**config.mk**
```make
export PLATFORM = sky130hd
export DESIGN_NAME = dsst_ctrl
export DESIGN_NICKNAME = d
export VERILOG_FILES = /design/src/rtl/dsst_pkg.sv /design/src/rtl/dsst_ctrl.sv
export VERILOG_INCLUDE_DIRS = /design/src /design/src/rtl
export SDC_FILE = /design/constraint.sdc
export NUM_CORES = 1
export LEC_CHECK = 0
export BUFFER_PORTS_ARGS = -buffer_cell sky130_fd_sc_hd__buf_4
export CORE_UTILIZATION = 52
export CTS_BUF_LIST = sky130_fd_sc_hd__clkbuf_8
export DETAILED_ROUTE_END_ITERATION = 7
export PLACE_DENSITY = 0.78
export REMOVE_ABC_BUFFERS = 1
export SYNTH_ARGS = -nofsm -noshare
export SYNTH_HDL_FRONTEND = slang
export SYNTH_SLANG_ARGS = --single-unit
```
**constraint.sdc**
```tcl
create_clock -name mclk_i -period 2.7 [get_ports mclk_i]
set_clock_uncertainty 0.15 [all_clocks]
set_input_delay 0.54 -clock mclk_i [delete_from_list [all_inputs] [get_ports mclk_i]]
set_output_delay 0.54 -clock mclk_i [all_outputs]
set_load 0.01 [all_outputs]
```
**src/rtl/dsst_defines.svh**
```systemverilog
// Register indices, field masks and positions for the display sync timing control block
`ifndef DSST_DEFINES_SVH
`define DSST_DEFINES_SVH

// ============================================================
// Index space: byte address is four times the index
`define DSST_IDX_W            10
`define DSST_SLOT_W           5
`define DSST_NREG             26
`define DSST_IDX_BASE         10'h222

// ============================================================
// Register indices
`define DSST_VSWEEP_START_LO  10'h222
`define DSST_VSWEEP_STOP_LO   10'h223
`define DSST_RWIN_VSTART_LO   10'h224
`define DSST_RWIN_VSTOP_LO    10'h225
`define DSST_FIELD_COUNT      10'h226
`define DSST_RWIN_VERT_HI     10'h227
`define DSST_VSWEEP_HI        10'h228
`define DSST_AUX_HSTART_LO    10'h229
`define DSST_AUX_HSTOP_LO     10'h22a
`define DSST_SYNC_MODE        10'h22b
`define DSST_AUX_VSTART_LO    10'h22c
`define DSST_AUX_VSTOP_LO     10'h22d
`define DSST_AUX_HI           10'h22e
`define DSST_HSWEEP_START     10'h230
`define DSST_HSWEEP_STOP      10'h231
`define DSST_RWIN_HSTART_LO   10'h234
`define DSST_RWIN_HSTOP_LO    10'h235
`define DSST_RWIN_HORIZ_HI    10'h238
`define DSST_FIELD_LEN_LO     10'h23a
`define DSST_FIELD_LEN_HI     10'h23b
`define DSST_STATUS           10'h240

// ============================================================
// Writable bit masks (reserved bits are not stored)
`define DSST_MASK_FULL        8'hff
`define DSST_MASK_NIBBLE      8'h0f
`define DSST_MASK_VSWEEP_HI   8'h1f
`define DSST_MASK_SYNC_MODE   8'h77
`define DSST_MASK_FLEN_HI     8'h07
`define DSST_MASK_NONE        8'h00

// ============================================================
// Field positions
`define DSST_SM_VRES_DIS      0
`define DSST_SM_DIRECT        1
`define DSST_SM_RASTER        2
`define DSST_SM_GEN           4
`define DSST_SM_IE            5
`define DSST_SM_SMOOTH        6
`define DSST_ST_ERR_BIT       16
`define DSST_ST_ERR_LANE      2

// ============================================================
// Bus responses and reset values
`define DSST_RESP_OKAY        2'b00
`define DSST_RESP_SLVERR      2'b10
`define DSST_REG_RESET        8'h00
`define DSST_CNT_RESET        16'h0000
`define DSST_CNT_STEP         16'h0001
`define DSST_DATA_ZERO        32'h0000_0000

`endif

```
**src/rtl/dsst_pkg.sv**
```systemverilog
// Types shared by the display sync timing control block
package dsst_pkg;

  // ============================================================
  // Window and mode carriers
  typedef struct packed {
    logic [9:0] start;
    logic [9:0] stop;
  } dsst_win10_type;

  typedef struct packed {
    logic [10:0] start;
    logic [10:0] stop;
  } dsst_win11_type;

  typedef struct packed {
    logic vert_reset_disable;
    logic direct_frame_sync;
    logic field_repeat_raster_select;
    logic generator_mode;
    logic input_enable_output_level;
    logic smooth_lock;
  } dsst_sync_mode_type;

  // ============================================================
  // Write channel state
  typedef enum logic [0:0] {
    DSST_WS_COLLECT = 1'b0,
    DSST_WS_RESP    = 1'b1
  } dsst_wstate_type;

  // ============================================================
  // Whole module state
  typedef struct packed {
    dsst_wstate_type  wst;
    logic             awready;
    logic             wready;
    logic             aw_held;
    logic             w_held;
    logic [9:0]       aw_idx;
    logic             aw_hi_bad;
    logic [31:0]      w_data;
    logic [3:0]       w_strb;
    logic             bvalid;
    logic [1:0]       bresp;
    logic             arready;
    logic             rvalid;
    logic [31:0]      rdata;
    logic [1:0]       rresp;
    logic             err_flag;
    logic [15:0]      wr_count;
    logic [25:0][7:0] regs;
  } dsst_state_type;

endpackage

```
**src/rtl/dsst_ctrl.sv**
```systemverilog
// AXI4-Lite control register block for display sync timing
//
// Overview of operation
// - Vertical sweep start is 11 bits: low byte plus shared register bits 0-2.
// - Vertical sweep stop is low byte plus shared register bits from bit 3.
// - Readout window vertical start/stop are 10 bits; high bits 0-1 and 2-3.
// - Readout window horizontal start/stop are 10 bits; high bits 0-1 and 2-3.
// - Display field count is bits 0-3, holding the number of fields minus one.
// - Aux signal horizontal start/stop are 10 bits; high bits 0-1 and 2-3.
// - Aux signal vertical start/stop are 10 bits; high bits 4-5 and 6-7.
// - Sync mode bit 0 set suppresses internal vertical reset; clear enables it.
// - Sync mode bit 1 set enables direct vertical frame synchronisation.
// - Sync mode bit 2 selects field-repeat raster sync instead of standard.
// - Sync mode bit 4 switches the timing generator mode on.
// - Sync mode bit 5 directly drives the input-enable output pin level.
// - Sync mode bit 6 selects smooth-lock synchronisation.
// - Horizontal sweep start/stop are 8-bit registers with 4-pixel steps.
// - Display field length is 11 bits; low byte in its own register.
// - Field length top 3 bits come from next register bits 0-2.
//
// The AXI4-Lite interface to the registers is this design's own decision.
`timescale 1ns/1ns
`include "dsst_defines.svh"

module dsst_ctrl
  import dsst_pkg::*;
#(
  parameter int ADDR_W = 16
) (
  // Clock and reset
  input  wire logic                 mclk_i,
  input  wire logic                 rst_i,
  // AXI4-Lite write address
  input  wire logic                 s_axi_awvalid_i,
  output logic                      s_axi_awready_o,
  input  wire logic [ADDR_W-1:0]    s_axi_awaddr_i,
  input  wire logic [2:0]           s_axi_awprot_i,
  // AXI4-Lite write data
  input  wire logic                 s_axi_wvalid_i,
  output logic                      s_axi_wready_o,
  input  wire logic [31:0]          s_axi_wdata_i,
  input  wire logic [3:0]           s_axi_wstrb_i,
  // AXI4-Lite write response
  output logic                      s_axi_bvalid_o,
  input  wire logic                 s_axi_bready_i,
  output logic [1:0]                s_axi_bresp_o,
  // AXI4-Lite read address
  input  wire logic                 s_axi_arvalid_i,
  output logic                      s_axi_arready_o,
  input  wire logic [ADDR_W-1:0]    s_axi_araddr_i,
  input  wire logic [2:0]           s_axi_arprot_i,
  // AXI4-Lite read data
  output logic                      s_axi_rvalid_o,
  input  wire logic                 s_axi_rready_i,
  output logic [31:0]               s_axi_rdata_o,
  output logic [1:0]                s_axi_rresp_o,
  // Deflection pulse positions
  output dsst_win11_type            vert_sweep_pulse_o,
  output logic [9:0]                horiz_sweep_pulse_start_o,
  output logic [9:0]                horiz_sweep_pulse_stop_o,
  // Readout and auxiliary windows
  output dsst_win10_type            readout_win_vert_o,
  output dsst_win10_type            readout_win_horiz_o,
  output dsst_win10_type            aux_signal_horiz_o,
  output dsst_win10_type            aux_signal_vert_o,
  // Field setup
  output logic [3:0]                display_field_count_o,
  output logic [10:0]               display_field_length_o,
  // Synchronisation modes and input-enable pin
  output dsst_sync_mode_type        sync_mode_o,
  output logic                      input_enable_pin_o
);

  // ============================================================
  // Elaboration checks
  if (ADDR_W < `DSST_IDX_W + 2) begin
    $error("ADDR_W too small for the register map");
  end

  localparam int IDX_HI = `DSST_IDX_W + 1;

  // ============================================================
  // Map helpers
  // Unmapped indices return an empty mask, which doubles as the decode.
  function automatic logic [7:0] reg_mask(input logic [9:0] idx);
    logic [7:0] m;
    m = `DSST_MASK_NONE;
    case (idx)
      `DSST_VSWEEP_START_LO: m = `DSST_MASK_FULL;
      `DSST_VSWEEP_STOP_LO:  m = `DSST_MASK_FULL;
      `DSST_RWIN_VSTART_LO:  m = `DSST_MASK_FULL;
      `DSST_RWIN_VSTOP_LO:   m = `DSST_MASK_FULL;
      `DSST_FIELD_COUNT:     m = `DSST_MASK_NIBBLE;
      `DSST_RWIN_VERT_HI:    m = `DSST_MASK_NIBBLE;
      `DSST_VSWEEP_HI:       m = `DSST_MASK_VSWEEP_HI;
      `DSST_AUX_HSTART_LO:   m = `DSST_MASK_FULL;
      `DSST_AUX_HSTOP_LO:    m = `DSST_MASK_FULL;
      `DSST_SYNC_MODE:       m = `DSST_MASK_SYNC_MODE;
      `DSST_AUX_VSTART_LO:   m = `DSST_MASK_FULL;
      `DSST_AUX_VSTOP_LO:    m = `DSST_MASK_FULL;
      `DSST_AUX_HI:          m = `DSST_MASK_FULL;
      `DSST_HSWEEP_START:    m = `DSST_MASK_FULL;
      `DSST_HSWEEP_STOP:     m = `DSST_MASK_FULL;
      `DSST_RWIN_HSTART_LO:  m = `DSST_MASK_FULL;
      `DSST_RWIN_HSTOP_LO:   m = `DSST_MASK_FULL;
      `DSST_RWIN_HORIZ_HI:   m = `DSST_MASK_NIBBLE;
      `DSST_FIELD_LEN_LO:    m = `DSST_MASK_FULL;
      `DSST_FIELD_LEN_HI:    m = `DSST_MASK_FLEN_HI;
      default:               m = `DSST_MASK_NONE;
    endcase
    return m;
  endfunction

  function automatic logic [4:0] slot_of(input logic [9:0] idx);
    logic [9:0] d;
    d = idx - `DSST_IDX_BASE;
    return d[4:0];
  endfunction

  function automatic logic [7:0] rd_reg(input dsst_state_type s, input logic [9:0] idx);
    return s.regs[slot_of(idx)];
  endfunction

  // ============================================================
  // State
  dsst_state_type q_r;
  dsst_state_type q_nxt;

  logic [9:0] ar_idx;
  logic       ar_hi_bad;
  logic [9:0] aw_idx_in;
  logic       aw_hi_bad_in;

  assign ar_idx       = s_axi_araddr_i[IDX_HI:2];
  assign ar_hi_bad    = |(s_axi_araddr_i >> (IDX_HI + 1));
  assign aw_idx_in    = s_axi_awaddr_i[IDX_HI:2];
  assign aw_hi_bad_in = |(s_axi_awaddr_i >> (IDX_HI + 1));

  // ============================================================
  // Next-state logic
  always_comb begin
    logic       do_write;
    logic       mapped;
    logic       is_status;
    logic [7:0] m;
    logic       err_set;
    logic       err_clr;
    do_write  = 1'b0;
    mapped    = 1'b0;
    is_status = 1'b0;
    m         = `DSST_MASK_NONE;
    err_set   = 1'b0;
    err_clr   = 1'b0;
    q_nxt     = q_r;

    // Address and data are taken in either order and held until both are in
    if (s_axi_awvalid_i && q_r.awready) begin
      q_nxt.aw_held   = 1'b1;
      q_nxt.aw_idx    = aw_idx_in;
      q_nxt.aw_hi_bad = aw_hi_bad_in;
    end
    if (s_axi_wvalid_i && q_r.wready) begin
      q_nxt.w_held = 1'b1;
      q_nxt.w_data = s_axi_wdata_i;
      q_nxt.w_strb = s_axi_wstrb_i;
    end

    case (q_r.wst)
      DSST_WS_COLLECT: begin
        if (q_r.aw_held && q_r.w_held) begin
          do_write      = 1'b1;
          q_nxt.aw_held = 1'b0;
          q_nxt.w_held  = 1'b0;
          q_nxt.bvalid  = 1'b1;
          q_nxt.wst     = DSST_WS_RESP;
        end
      end
      DSST_WS_RESP: begin
        if (s_axi_bready_i) begin
          q_nxt.bvalid = 1'b0;
          q_nxt.wst    = DSST_WS_COLLECT;
        end
      end
      default: begin
        q_nxt.wst = DSST_WS_COLLECT;
      end
    endcase

    // Register write; reserved bits are masked off so they read back as zero
    if (do_write) begin
      m         = reg_mask(q_r.aw_idx);
      is_status = (q_r.aw_idx == `DSST_STATUS) && !q_r.aw_hi_bad;
      mapped    = ((m != `DSST_MASK_NONE) && !q_r.aw_hi_bad) || is_status;
      q_nxt.bresp = mapped ? `DSST_RESP_OKAY : `DSST_RESP_SLVERR;
      if (!mapped) begin
        err_set = 1'b1;
      end else if (is_status) begin
        err_clr = q_r.w_strb[`DSST_ST_ERR_LANE] & q_r.w_data[`DSST_ST_ERR_BIT];
      end else begin
        q_nxt.wr_count = q_r.wr_count + `DSST_CNT_STEP;
        if (q_r.w_strb[0]) begin
          q_nxt.regs[slot_of(q_r.aw_idx)] = q_r.w_data[7:0] & m;
        end
      end
    end

    // Read channel: one read at a time, answered one cycle after acceptance
    if (s_axi_arvalid_i && q_r.arready) begin
      m           = reg_mask(ar_idx);
      q_nxt.rvalid = 1'b1;
      q_nxt.rresp  = `DSST_RESP_OKAY;
      q_nxt.rdata  = `DSST_DATA_ZERO;
      if (ar_hi_bad) begin
        q_nxt.rresp = `DSST_RESP_SLVERR;
        err_set     = 1'b1;
      end else if (ar_idx == `DSST_STATUS) begin
        q_nxt.rdata[15:0]              = q_r.wr_count;
        q_nxt.rdata[`DSST_ST_ERR_BIT]  = q_r.err_flag;
      end else if (m != `DSST_MASK_NONE) begin
        q_nxt.rdata[7:0] = rd_reg(q_r, ar_idx);
      end else begin
        q_nxt.rresp = `DSST_RESP_SLVERR;
        err_set     = 1'b1;
      end
    end else if (q_r.rvalid && s_axi_rready_i) begin
      q_nxt.rvalid = 1'b0;
    end

    // Sticky error flag: a new error in the clearing cycle wins
    q_nxt.err_flag = (q_r.err_flag & ~err_clr) | err_set;

    // Ready flags look ahead so they are plain flops at the ports
    q_nxt.awready = !q_nxt.aw_held && (q_nxt.wst == DSST_WS_COLLECT);
    q_nxt.wready  = !q_nxt.w_held && (q_nxt.wst == DSST_WS_COLLECT);
    q_nxt.arready = !q_nxt.rvalid;
  end

  // ============================================================
  // State register
  always_ff @(posedge mclk_i) begin
    if (rst_i) begin
      q_r <= '0;
    end else begin
      q_r <= q_nxt;
    end
  end

  // ============================================================
  // Bus outputs
  assign s_axi_awready_o = q_r.awready;
  assign s_axi_wready_o  = q_r.wready;
  assign s_axi_bvalid_o  = q_r.bvalid;
  assign s_axi_bresp_o   = q_r.bresp;
  assign s_axi_arready_o = q_r.arready;
  assign s_axi_rvalid_o  = q_r.rvalid;
  assign s_axi_rdata_o   = q_r.rdata;
  assign s_axi_rresp_o   = q_r.rresp;

  // ============================================================
  // Field assembly: pure wiring of stored bits, no logic between flop and pin
  logic [7:0] r_vs_lo;
  logic [7:0] r_vp_lo;
  logic [7:0] r_vs_hi;
  logic [7:0] r_rv_hi;
  logic [7:0] r_rh_hi;
  logic [7:0] r_aux_hi;
  logic [7:0] r_mode;
  logic [7:0] r_fl_hi;
  logic [7:0] r_fcnt;

  assign r_vs_lo  = rd_reg(q_r, `DSST_VSWEEP_START_LO);
  assign r_vp_lo  = rd_reg(q_r, `DSST_VSWEEP_STOP_LO);
  assign r_vs_hi  = rd_reg(q_r, `DSST_VSWEEP_HI);
  assign r_rv_hi  = rd_reg(q_r, `DSST_RWIN_VERT_HI);
  assign r_rh_hi  = rd_reg(q_r, `DSST_RWIN_HORIZ_HI);
  assign r_aux_hi = rd_reg(q_r, `DSST_AUX_HI);
  assign r_mode   = rd_reg(q_r, `DSST_SYNC_MODE);
  assign r_fl_hi  = rd_reg(q_r, `DSST_FIELD_LEN_HI);
  assign r_fcnt   = rd_reg(q_r, `DSST_FIELD_COUNT);

  assign vert_sweep_pulse_o.start = {r_vs_hi[2:0], r_vs_lo};
  // Only two upper stop bits are stored; the top bit of the stop line is zero
  assign vert_sweep_pulse_o.stop  = {1'b0, r_vs_hi[4:3], r_vp_lo};

  assign readout_win_vert_o.start  = {r_rv_hi[1:0], rd_reg(q_r, `DSST_RWIN_VSTART_LO)};
  assign readout_win_vert_o.stop   = {r_rv_hi[3:2], rd_reg(q_r, `DSST_RWIN_VSTOP_LO)};
  assign readout_win_horiz_o.start = {r_rh_hi[1:0], rd_reg(q_r, `DSST_RWIN_HSTART_LO)};
  assign readout_win_horiz_o.stop  = {r_rh_hi[3:2], rd_reg(q_r, `DSST_RWIN_HSTOP_LO)};

  assign display_field_count_o = r_fcnt[3:0];

  assign aux_signal_horiz_o.start = {r_aux_hi[1:0], rd_reg(q_r, `DSST_AUX_HSTART_LO)};
  assign aux_signal_horiz_o.stop  = {r_aux_hi[3:2], rd_reg(q_r, `DSST_AUX_HSTOP_LO)};
  assign aux_signal_vert_o.start  = {r_aux_hi[5:4], rd_reg(q_r, `DSST_AUX_VSTART_LO)};
  assign aux_signal_vert_o.stop   = {r_aux_hi[7:6], rd_reg(q_r, `DSST_AUX_VSTOP_LO)};

  assign sync_mode_o.vert_reset_disable         = r_mode[`DSST_SM_VRES_DIS];
  assign sync_mode_o.direct_frame_sync          = r_mode[`DSST_SM_DIRECT];
  assign sync_mode_o.field_repeat_raster_select = r_mode[`DSST_SM_RASTER];
  assign sync_mode_o.generator_mode             = r_mode[`DSST_SM_GEN];
  assign sync_mode_o.input_enable_output_level  = r_mode[`DSST_SM_IE];
  assign sync_mode_o.smooth_lock                = r_mode[`DSST_SM_SMOOTH];
  assign input_enable_pin_o                     = r_mode[`DSST_SM_IE];

  // Pixel positions: one register step is four pixels
  assign horiz_sweep_pulse_start_o = {rd_reg(q_r, `DSST_HSWEEP_START), 2'b00};
  assign horiz_sweep_pulse_stop_o  = {rd_reg(q_r, `DSST_HSWEEP_STOP), 2'b00};

  assign display_field_length_o = {r_fl_hi[2:0], rd_reg(q_r, `DSST_FIELD_LEN_LO)};

endmodule

```
; ---- Word-level counts from Yosys, hierarchy flattened
; Index checks and enable logic that the tools add are counted.
[classes]
addsub = 3
magnitude_cmp = 3
eq_ne = 44
n_mux = 39
n_bitwise = 8
n_reduce_logical = 26
[ops]
columns = operator, count
row1 = "== test 10 bit, second input constant", 42
row2 = bitwise mux 208 bit, 1
row3 = case mux 8 bit (5 select lines), 2
row4 = two-way mux 8 bit, 6
row5 = binary-select mux 8 bit (select 5 bit), 1
row6 = demux 8 bit (select 5 bit), 1
row7 = OR reduction 14 bit, 2
row8 = two-way mux 1 bit, 18
row9 = two-way mux 17 bit, 1
row10 = "adder 16 x 1 -> 16 bit, second input constant", 1
row11 = nonzero test 8 bit, 2
row12 = "less-than comparator 5 x 6 -> 1 bit, second input constant", 2
row13 = two-way mux 2 bit, 6
row14 = logical AND 1 bit, 10
row15 = "subtractor 5 x 2 -> 5 bit, second input constant", 2
row16 = two-way mux 9 bit, 1
row17 = bitwise AND 8 bit, 1
row18 = OR reduction 4 bit, 2
row19 = OR reduction 3 bit, 2
row20 = "greater-or-equal comparator 5 x 1 -> 1 bit, second input constant", 1
row21 = zero test 1 bit, 4
row22 = "inequality test 2 bit, second input constant", 2
row23 = inverter 1 bit, 4
row24 = case mux 1 bit (2 select lines), 2
row25 = other kinds (6), 7
[word_totals]
ff_bits = 285
in_bits = 81
word_cells = 166

; ---- Logic depth before layout (Yosys ltp)
; Gate-level depths: netlist (run 1).
[logic_depth]
word_depth = 14
depth_mapped = 12
depth_no_buf = 8

; ---- Worst setup path after synthesis (run 1)
; Ideal clock, no wire load.
[synth_timing]
path_type = input port to flip-flop
from = input s_axi_araddr_i[3]
to = register q_r, in the netlist s_axi_rdata_o[0]
arrival_time_ns = 2.485
required_ns = 2.418
slack_ns = -0.068
cell_stages = 9
n_path_buf = 2
cell_sequence = buf_2 -> inv_1 -> ha_1 -> clkbuf_1 -> mux4_2 -> mux2i_1 -> mux2i_1 -> o211ai_1 -> a21oi_1
[synth_between]
elab_chain_cells = 8
elab_cells_between_ends = 32
[synth_lines]
columns = element, line_no
row1 = from (decl), dsst_ctrl.sv:50  ; input wire logic [ADDR_W-1:0] s_axi_araddr_i,
row2 = branches (longest 6 deep; another with subtractor 5 x 2 -> 5 bit), n/a
row3 = two-way mux 8 bit (*), dsst_ctrl.sv:216  ; end else if (ar_idx == `DSST_STATUS) begin
row4 = two-way mux 17 bit (*), dsst_ctrl.sv:213  ; if (ar_hi_bad) begin
row5 = to (signal assigned), dsst_ctrl.sv:244  ; q_r <= q_nxt;
row6 = to (decl), dsst_ctrl.sv:126  ; dsst_state_type q_r;
; Every way passes the cells marked *. The select of a mux whose other input is x is not followed.
; A chain may end at the register's enable or synchronous reset.

; ---- Final worst setup path (run 1)
[layout_timing]
from = register q_r[303] (netlist name)
to = register q_r, in the netlist r_vs_lo[2]
[layout_between]
elab_chain_cells = 8
elab_cells_between_ends = 39
[layout_lines]
columns = element
row1 = branches (longest 8 deep; another with less-than comparator 5 x 6 -> 1 bit)
; Parallel ways; which one is timed is not known. The select of a mux whose other input is x is not followed.

==> flow_summary.yaml, run 1 <==
clock_network:
  clkTransAtPathRegs_ns: 0.06
  clock_latency_ns: 0.57
  h-tree-depth: 2
  cts_max_path_buffers: 3
  cts.sinks: 274
  cts_root_buffer: "clkbuf_8"
  cts_setup_buffers: 0
  cts_buffers: 45
  cts_tree: "yes"
min_path:
  hold_path_class: "primary input to flop"
logic_synthesis:
  synth_edf_count: 0
  async_reset_ff_frac: 0
  synth_top_area_share: 0.405
  yosys-top-cells-area: "dfxtp_1, buf_4, nand3b_1"
  yosysTopAreaCell: "dfxtp_1"
  synth_cell_types: 57
  syn_area_um2: 13600
  yosys_register_bits: 274
  synth_warnings: 0
  syn_avg_cell_area_um2: 9.39
  synthFlopType: "dfxtp_1"
  syn_inst: 1444
  synth-seq-area-share: 0.405
worst_setup_path:
  cp_data_required_time_ns: 2.99
  regToRegSetupSlack_ns: 0.28
  cp-start-kind: "flop"
  reg2reg_depth: 9
  worst-setup-path-type: "flop to flop"
  cp.arrival_ns: 2.71
  crit_fanout: 16
  end_kind: "flop"
  startpoint: "q_r[303]"
  reg2reg_to: "r_vs_lo[2]"
  crit_path_end: "r_vs_lo[2]"
  r2r-start: "q_r[303]"
sta:
  worst_slew_pin_slew_ns: 0.709
  fin_crit_sh: 0.897
  relSlewSlack: 0.523
  fmax_ghz: 0.413
  fin_worst_hold_slack_ns: 0.0370
  rsz0062_at_grt: "false"
  finalHoldViolations: 0
  finalMaxSlewViolations: 0
  fin_crit_ns: 2.42
  finalSetupViolations: 0
pwr:
  cellPowerDensity_nw_per_um2: 545
  peakVddDrop_uv: 337
  leakage_uw: 0.00572
layout:
  final_common_cell: "dfxtp_1"
  layout_common_cells: "dfxtp_1, buf_4, o21ai_0"
  fillers: 2135
  nets: 1580
  diodes: 0
  syn_to_final_growth_pct: 12.8
  drive_gt1_frac: 0.274
  stdcell_area_um2: 15300
place:
  globalplace.congestion: 0.975
  io_buffer_count: 208
  hpwl_um: 25100
  placed_area_um2: 14400
status:
  status: "finished, final reports clean"
floorplanning:
  design.die.area_um2: 26700
  chipWidth_um: 163
  io_pins: 266
  initial_utilization: 0.534
  die_h_um: 163
  rows: 58
  core_um2: 25400
global_routing:
  grt_pass1_vias: 10300
  overflow: 0
  grt_use_total: 0.268
  antenna_found_initial: 1
  grt_max_degree: 162
  grt_pass1_wl_um: 55700
drt:
  num_vias: 11000
  routed_wl_um: 36600
  drc: 0
  vias_per_cell: 5.91
  drt_iter0_markers: 1020
  firstDrtPassIters: 6
  drt-wirelength-per-cell_um: 19.7
  ant_nets: 0
job:
  max_cap_violations: 0
cell type report:
cell class	count	area (µm²)	share of cell area
timing repair buffer	272	2110	0.138
sequential	274	5490	0.359
multi-input combinational	891	6330	0.414
clock buffer	59	812	0.0531
clock inverter	20	95.1	0.00622
inverter	12	45.0	0.00295
tap	330	413	0.0270
how the worst min path moves through the flow:
stage	slack, ns	cells after the start	end	start
floorplan	0.27	1	q_r[139]	q_r[139]
global placement	0.29	1	q_r[139]	q_r[139]
detailed placement	0.29	1	q_r[139]	q_r[139]
CTS	0.02	2	s_axi_bvalid_o	s_axi_bready_i
global route	0.03	2	s_axi_bvalid_o	s_axi_bready_i
finish	0.04	2	s_axi_bvalid_o	s_axi_bready_i
kinds of logic (layout without fill, tap and decap cells):
group | after synthesis | after routing | share of synthesized area
and+or+nand+nor | 486 | 486 | 0.217
buffers and inverters | 300 | 363 | 0.136
DFF | 274 | 274 | 0.405
AOI/OAI and AO/OA | 269 | 269 | 0.113
muxes | 96 | 96 | 0.115
xor gates and xnor gates | 15 | 15 | 0.0108
adders and majority gates | 3 | 3 | 0.00277
other | 1 | 22 | 0.000277
routing by layer:
layer,vias up,part of all wire,GRT usage,routed length [µm]
met3,72,0.092,0.0637,3380
li1,5046,-,-,-
met2,513,0.48,0.439,17400
met4,2,0.026,0.0985,952
met5,-,0.00025,0,9
met1,5345,0.41,0.343,14800
stage by stage:
stage               setup WS (ns)  TNS [ns]  cells  total power [µW]  utilization
floorplan                  -0.153     -2.39   1177              4470            -
global placement          -0.0879    -0.271   1779              4760        0.566
detailed placement         -0.135    -0.644   1779              4770        0.566
CTS                         0.148         0   1858              8370        0.601
global route                0.121         0   1858              8590        0.602
finish                      0.278         0   1858              8330        0.602
cell usage after synthesis, drive strengths merged, types with 2 or more instances:
master and n:
a211oi 2, a21boi 2, a21oi 41, a22oi 18
a311oi 3, a31oi 2, and2 13, and3 5
buf 217, clkbuf 71, dfxtp 274, ha 3
inv 12, mux2i 47, mux4 48, nand2 81
nand2b 39, nand3 37, nand3b 161, nand4 26
nor2 65, nor2b 4, nor3 20, nor3b 5
nor4 14, nor4b 2, o2111ai 14, o21a 2
o21ai 177, o221ai 2, or2 3, or3 7
or4b 2, xnor2 10, xor2 5
state kept, by name, summed over array words and instances, names as in the netlist, 8 cells and up:
name and count:
r_fcnt 8, r_rv_hi 8, r_rh_hi 8, horiz_sweep_pulse_stop_o 8
aux_signal_vert_o 16, r_vp_lo 8, display_field_length_o 8, r_aux_hi 8
r_fl_hi 8, r_vs_lo 8, aux_signal_horiz_o 16, r_mode 8
readout_win_vert_o 16, readout_win_horiz_o 16, r_vs_hi 8, s_axi_rdata_o 17
q_r 90, horiz_sweep_pulse_start_o 8
where the power goes:
| group | switching (µW) | internal, µW | leakage (µW) | total (µW) |
|---|---|---|---|---|
| sequential | 27.0 | 4070 | 0.00221 | 4100 |
| clock | 1680 | 1960 | 0.000512 | 3630 |
| combinational | 350 | 249 | 0.00300 | 598 |
critical path, cell delays in order, from the launching register on:
cell and delay, ns:
dfxtp_2 0.41, inv_1 0.12, ha_2 0.44, inv_1 0.05, or2_2 0.38, nor2_1 0.19
nand4_1 0.14, buf_4 0.23, nand3b_1 0.11, o21ai_0 0.08
what timing repair did:
action / 4_1_cts / 5_1_grt
hold buffers: 0 / 0
resized for setup: 1 / 3
setup endpoints to repair: 6 / 24
cloned: 0 / 0
No activity file was read; power rests on OpenSTA's default activity.
==> run 2, diff against run 1 <==
Settings changed: CTS_CLUSTER_SIZE set to 10, RECOVER_POWER set to 50.
==> run 2 against run 1 <==
Net effect: first-iteration DRC count rose by 11%; routed wire length about the same; register-to-register slack about the same; core utilization shrank 2.5 points; clock-buffer cell count unchanged; setup slack got worse by 0.014 ns; global-route usage stayed put; die area is the same; clock power about the same; non-clock buffer count unchanged; combinational power fell by 2%.
==> flow_summary.yaml, run 2 (same netlist as run 1, synthesis figures left out) <==
sta:
  worst_slew_pin_slew_ns: 0.763
  fin_crit_sh: 0.902
  finalHoldViolations: 0
  finalMaxSlewViolations: 0
  fmax_ghz: 0.411
  worst_slack_ns: 0.264
  relSlewSlack: 0.491
  finalSetupViolations: 0
  fin_crit_ns: 2.44
  rsz0062_at_grt: "false"
drt:
  num_vias: 10900
  routed_wl_um: 36500
  firstDrtPassIters: 5
  drc: 0
  vias_per_cell: 5.88
  drt_iter0_markers: 1135
  drt-wirelength-per-cell_um: 19.7
  ant_nets: 0
place:
  io_buffer_count: 208
  pre_cts_slack_ns: -0.135
  placed_area_um2: 14400
  hpwl_um: 25100
  globalplace.congestion: 0.975
layout:
  layout_common_cells: "dfxtp_1, o21ai_0, clkbuf_1"
  syn_to_final_growth_pct: 8.07
  drive_gt1_frac: 0.164
  seqCellArea_um2: 5490
  final_common_cell: "dfxtp_1"
  nets: 1580
  top_register: "q_r"
  multiInputGateArea_um2: 6320
  diodes: 0
  stdcell_area_um2: 14700
  fillers: 2333
  largest_reg_flops: 90
status:
  status: "finished, final reports clean"
clock_network:
  clkTransAtPathRegs_ns: 0.06
  postCtsHoldBufs: 0
  cts_tree: "yes"
  cts_buffers: 45
  clock_latency_ns: 0.56
  cts_max_path_buffers: 3
  h-tree-depth: 2
  cts_root_buffer: "clkbuf_8"
  cts.sinks: 274
  cts_setup_buffers: 0
worst_setup_path:
  cp.arrival_ns: 2.70
  worst-setup-path-type: "flop to flop"
  cp_data_required_time_ns: 2.96
  crit_fanout: 26
  end_kind: "flop"
  r2r-start: "q_r[302]"
  cp-start-kind: "flop"
  startpoint: "q_r[302]"
global_routing:
  overflow: 0
  grt_pass1_wl_um: 55700
  grt_pass1_vias: 10300
  grt_max_degree: 162
  grt_use_total: 0.268
  antenna_found_initial: 1
floorplanning:
  io_pins: 266
  chipWidth_um: 163
  rows: 58
  design.die.area_um2: 26700
  die_h_um: 163
  initial_utilization: 0.534
  core_um2: 25400
job:
  max_cap_violations: 0
min_path:
  hold_path_class: "primary input to flop"
  hp-start: "s_axi_bready_i"
pwr:
  leakage_uw: 0.00501
  cellPowerDensity_nw_per_um2: 567
  peakVddDrop_uv: 337
-- run 2: cell types whose count changed in the layout (fill, tap and decap cells not counted) --
cell	change
buf_4	-170
clkbuf_1	+166
clkbuf_2	+3
and2_0	+2
and2_1	-2
a21oi_1	+1
a21oi_2	-1
clkbuf_4	+1
-- run 2: worst paths after layout --
path / end / slack [ns] / depth (start not counted)
setup / recovery: aux_signal_horiz_o[12] / 0.26 / 8
setup reg to reg: aux_signal_horiz_o[12] / 0.26 / 8
hold / removal: s_axi_bvalid_o / 0.04 / 2
hold reg to reg: q_r[270] / 0.30 / 2
-- run 2: critical path, stage by stage (launching register included) --
cell     delay, ns
dfxtp_1       0.34
buf_4         0.17
or3_1         0.34
a21oi_1       0.41
inv_1         0.11
and3_1        0.22
nand2_1       0.07
buf_4         0.34
o21ai_0       0.15
-- run 2: cell type report --
cell class / count / share of cell area
multi-input cells: 891 / 0.432
flip-flops and latches: 274 / 0.374
inverters: 12 / 0.00307
repair buffers: 272 / 0.101
clock buffers: 59 / 0.0554
clock inverters: 20 / 0.00649
well taps: 330 / 0.0282
-- run 2: power by group --
group,internal (µW),switching [µW]
Clock,1960,1670
Combinational,241,348
Sequential,4070,26.9
Total,6270,2050
-- run 2: layer usage --
layer,part of all wire,GRT usage,up-vias
li1,-,-,5043
met2,0.48,0.439,513
met1,0.41,0.343,5289
met3,0.090,0.0637,71
met4,0.026,0.0985,2
met5,0.00025,0,-
-- run 2: repair_timing --
item,in CTS,in global routing
setup endpoints to repair,6,24
gates cloned,0,0
resized for setup,1,3
-- run 2: through the flow --
step                hold slack [ns]  utilization  total power [µW]  setup TNS (ns)  cells
floorplan                     0.274            -              4470           -2.39   1177
global placement              0.286        0.566              4760          -0.271   1779
detailed placement            0.290        0.566              4770          -0.644   1779
CTS                          0.0223        0.601              8370               0   1858
global route                 0.0345        0.577              8580               0   1858
finish                       0.0400        0.577              8320               0   1858
==> run 3, diff against run 2 <==
Settings changed: BUFFER_PORTS_ARGS -buffer_cell sky130_fd_sc_hd__buf_4 to -buffer_cell sky130_fd_sc_hd__clkbuf_2.
==> run 3 against run 2 <==
Net effect: via count is essentially flat; global-route usage shrank 0.23 points; clock-buffer cell count is the same; largest power group unchanged.
==> flow_summary.yaml, run 3 (same netlist as run 1, synthesis figures left out) <==
global_routing:
  globalRoute.busiestLayer: "met2"
  antenna_found_initial: 0
  overflow: 0
  use_met3: 0.0625
  grt_util_met1: 0.348
  grt_use_total: 0.266
  grt_max_degree: 136
  gr-usage-met2: 0.427
  grt_pass1_wl_um: 55400
  grt_pass1_vias: 10200
pwr:
  peakVddDrop_uv: 333
  leakage_uw: 0.00504
  cellPowerDensity_nw_per_um2: 576
layout:
  multiInputGateArea_um2: 6310
  diodes: 0
  fin_util: 0.575
  largest_reg_flops: 90
  stdcell_area_um2: 14600
  seqCellArea_um2: 5490
  syn_to_final_growth_pct: 7.80
  top_register: "q_r"
  nets: 1581
  final_common_cell: "dfxtp_1"
  layout_common_cells: "dfxtp_1, o21ai_0, clkbuf_1"
  fillers: 2266
  drive_gt1_frac: 0.162
sta:
  setup-tns-final_ns: 0
  fmax_ghz: 0.392
  rsz0062_at_grt: "false"
  fin_crit_sh: 0.944
  fin_crit_ns: 2.55
  finalHoldViolations: 0
  worst_slew_pin_slew_ns: 0.770
  finalMaxSlewViolations: 0
  relSlewSlack: 0.487
  finalSetupViolations: 0
drt:
  num_vias: 10900
  firstDrtPassIters: 6
  ant_nets: 0
  routed_wl_um: 36200
  drt-wirelength-per-cell_um: 19.4
  drt_iter0_markers: 1182
  vias_per_cell: 5.86
  drc: 0
worst_setup_path:
  end_kind: "flop"
  cp_num_cells: 10
  crit_buf_inv: 4
  crit_fanout: 16
  max_stage_delay_ns: 0.43
  cp.arrival_ns: 2.81
  reg2reg_to: "readout_win_vert_o[4]"
  r2r-start: "q_r[303]"
  crit_path_end: "readout_win_vert_o[4]"
  worst-setup-path-type: "flop to flop"
  reg2reg_depth: 10
  cp-start-kind: "flop"
  startpoint: "q_r[303]"
  cp_data_required_time_ns: 2.96
  cp_top_family: "simple AND/OR/NAND/NOR gates"
  crit_chain: "inv_1 -> ha_1 -> buf_4 -> inv_1 -> or2_2 -> nor2_1 -> nand4_1 -> buf_4 -> nand3b_1 -> o21ai_0"
  slowest_stage: "dfxtp_2"
  regToRegSetupSlack_ns: 0.15
clock_network:
  cts_buffers: 46
  cts_tree: "yes"
  h-tree-depth: 2
  cts_max_path_buffers: 3
  cts_root_buffer: "clkbuf_8"
  clkTransAtPathRegs_ns: 0.06
  postCtsHoldBufs: 0
  clock_latency_ns: 0.57
  cts.sinks: 274
  cts_setup_buffers: 0
place:
  placed_area_um2: 13900
  io_buffer_count: 208
  globalplace.congestion: 0.962
  hpwl_um: 24900
floorplanning:
  initial_utilization: 0.534
  die_h_um: 163
  io_pins: 266
  design.die.area_um2: 26700
  core_um2: 25400
  chipWidth_um: 163
  rows: 58
min_path:
  hold_path_class: "primary input to flop"
status:
  status: "finished, final reports clean"
job:
  max_cap_violations: 0
==> run 3: worst min path at each step <==
stage,startpoint,to,cells after the start
final,s_axi_bready_i,s_axi_bvalid_o,2
after global routing,s_axi_bready_i,s_axi_bvalid_o,2
after CTS,s_axi_bready_i,s_axi_bvalid_o,2
after detailed placement,q_r[172],q_r[172],1
after global placement,q_r[175],q_r[175],1
after floorplan,q_r[139],q_r[139],1
==> run 3: layout make-up <==
| class | instances | area share |
|---|---|---|
| inverter | 12 | 0.00308 |
| clock inverter | 25 | 0.00950 |
| tap | 330 | 0.0282 |
| timing repair buffer | 272 | 0.0960 |
| multi-input combinational | 891 | 0.432 |
| sequential | 274 | 0.376 |
| clock buffer | 59 | 0.0556 |
==> run 3: repair_timing <==
item | CTS | global route
setup endpoints to repair | 10 | 54
resized for setup | 2 | 2
pin swaps | 0 | 0
==> run 3: through the flow <==
step           total power, µW  setup WS, ns  cells  hold WS [ns]
3_3_place_gp              4740       -0.0181   1779         0.289
4_1_cts                   8470        0.0374   1863        0.0133
3_5_place_dp              4750        -0.106   1779         0.291
6_report                  8420         0.151   1863        0.0344
5_1_grt                   8710        0.0340   1863        0.0346
2_1_floorplan             4470        -0.153   1177         0.274
==> run 3: worst register-to-register path, cell delays in order (launching register included) <==
cell	delay, ns
dfxtp_2	0.43
inv_1	0.12
ha_1	0.36
buf_4	0.16
inv_1	0.04
or2_2	0.38
nor2_1	0.20
nand4_1	0.12
buf_4	0.22
nand3b_1	0.12
o21ai_0	0.11
==> run 3: where the power goes <==
group          leakage (µW)  switching (µW)  internal [µW]
sequential          0.00221            29.0           4070
combinational       0.00227             341            229
clock              0.000553            1680           2060
total               0.00504            2050           6360
==> run 3: layer usage <==
metal | vias to the layer above | wire [µm]
li1 | 5044 | -
met1 | 5250 | 15100
met2 | 539 | 16800
met3 | 78 | 3250
met4 | 0 | 1040
met5 | - | 0
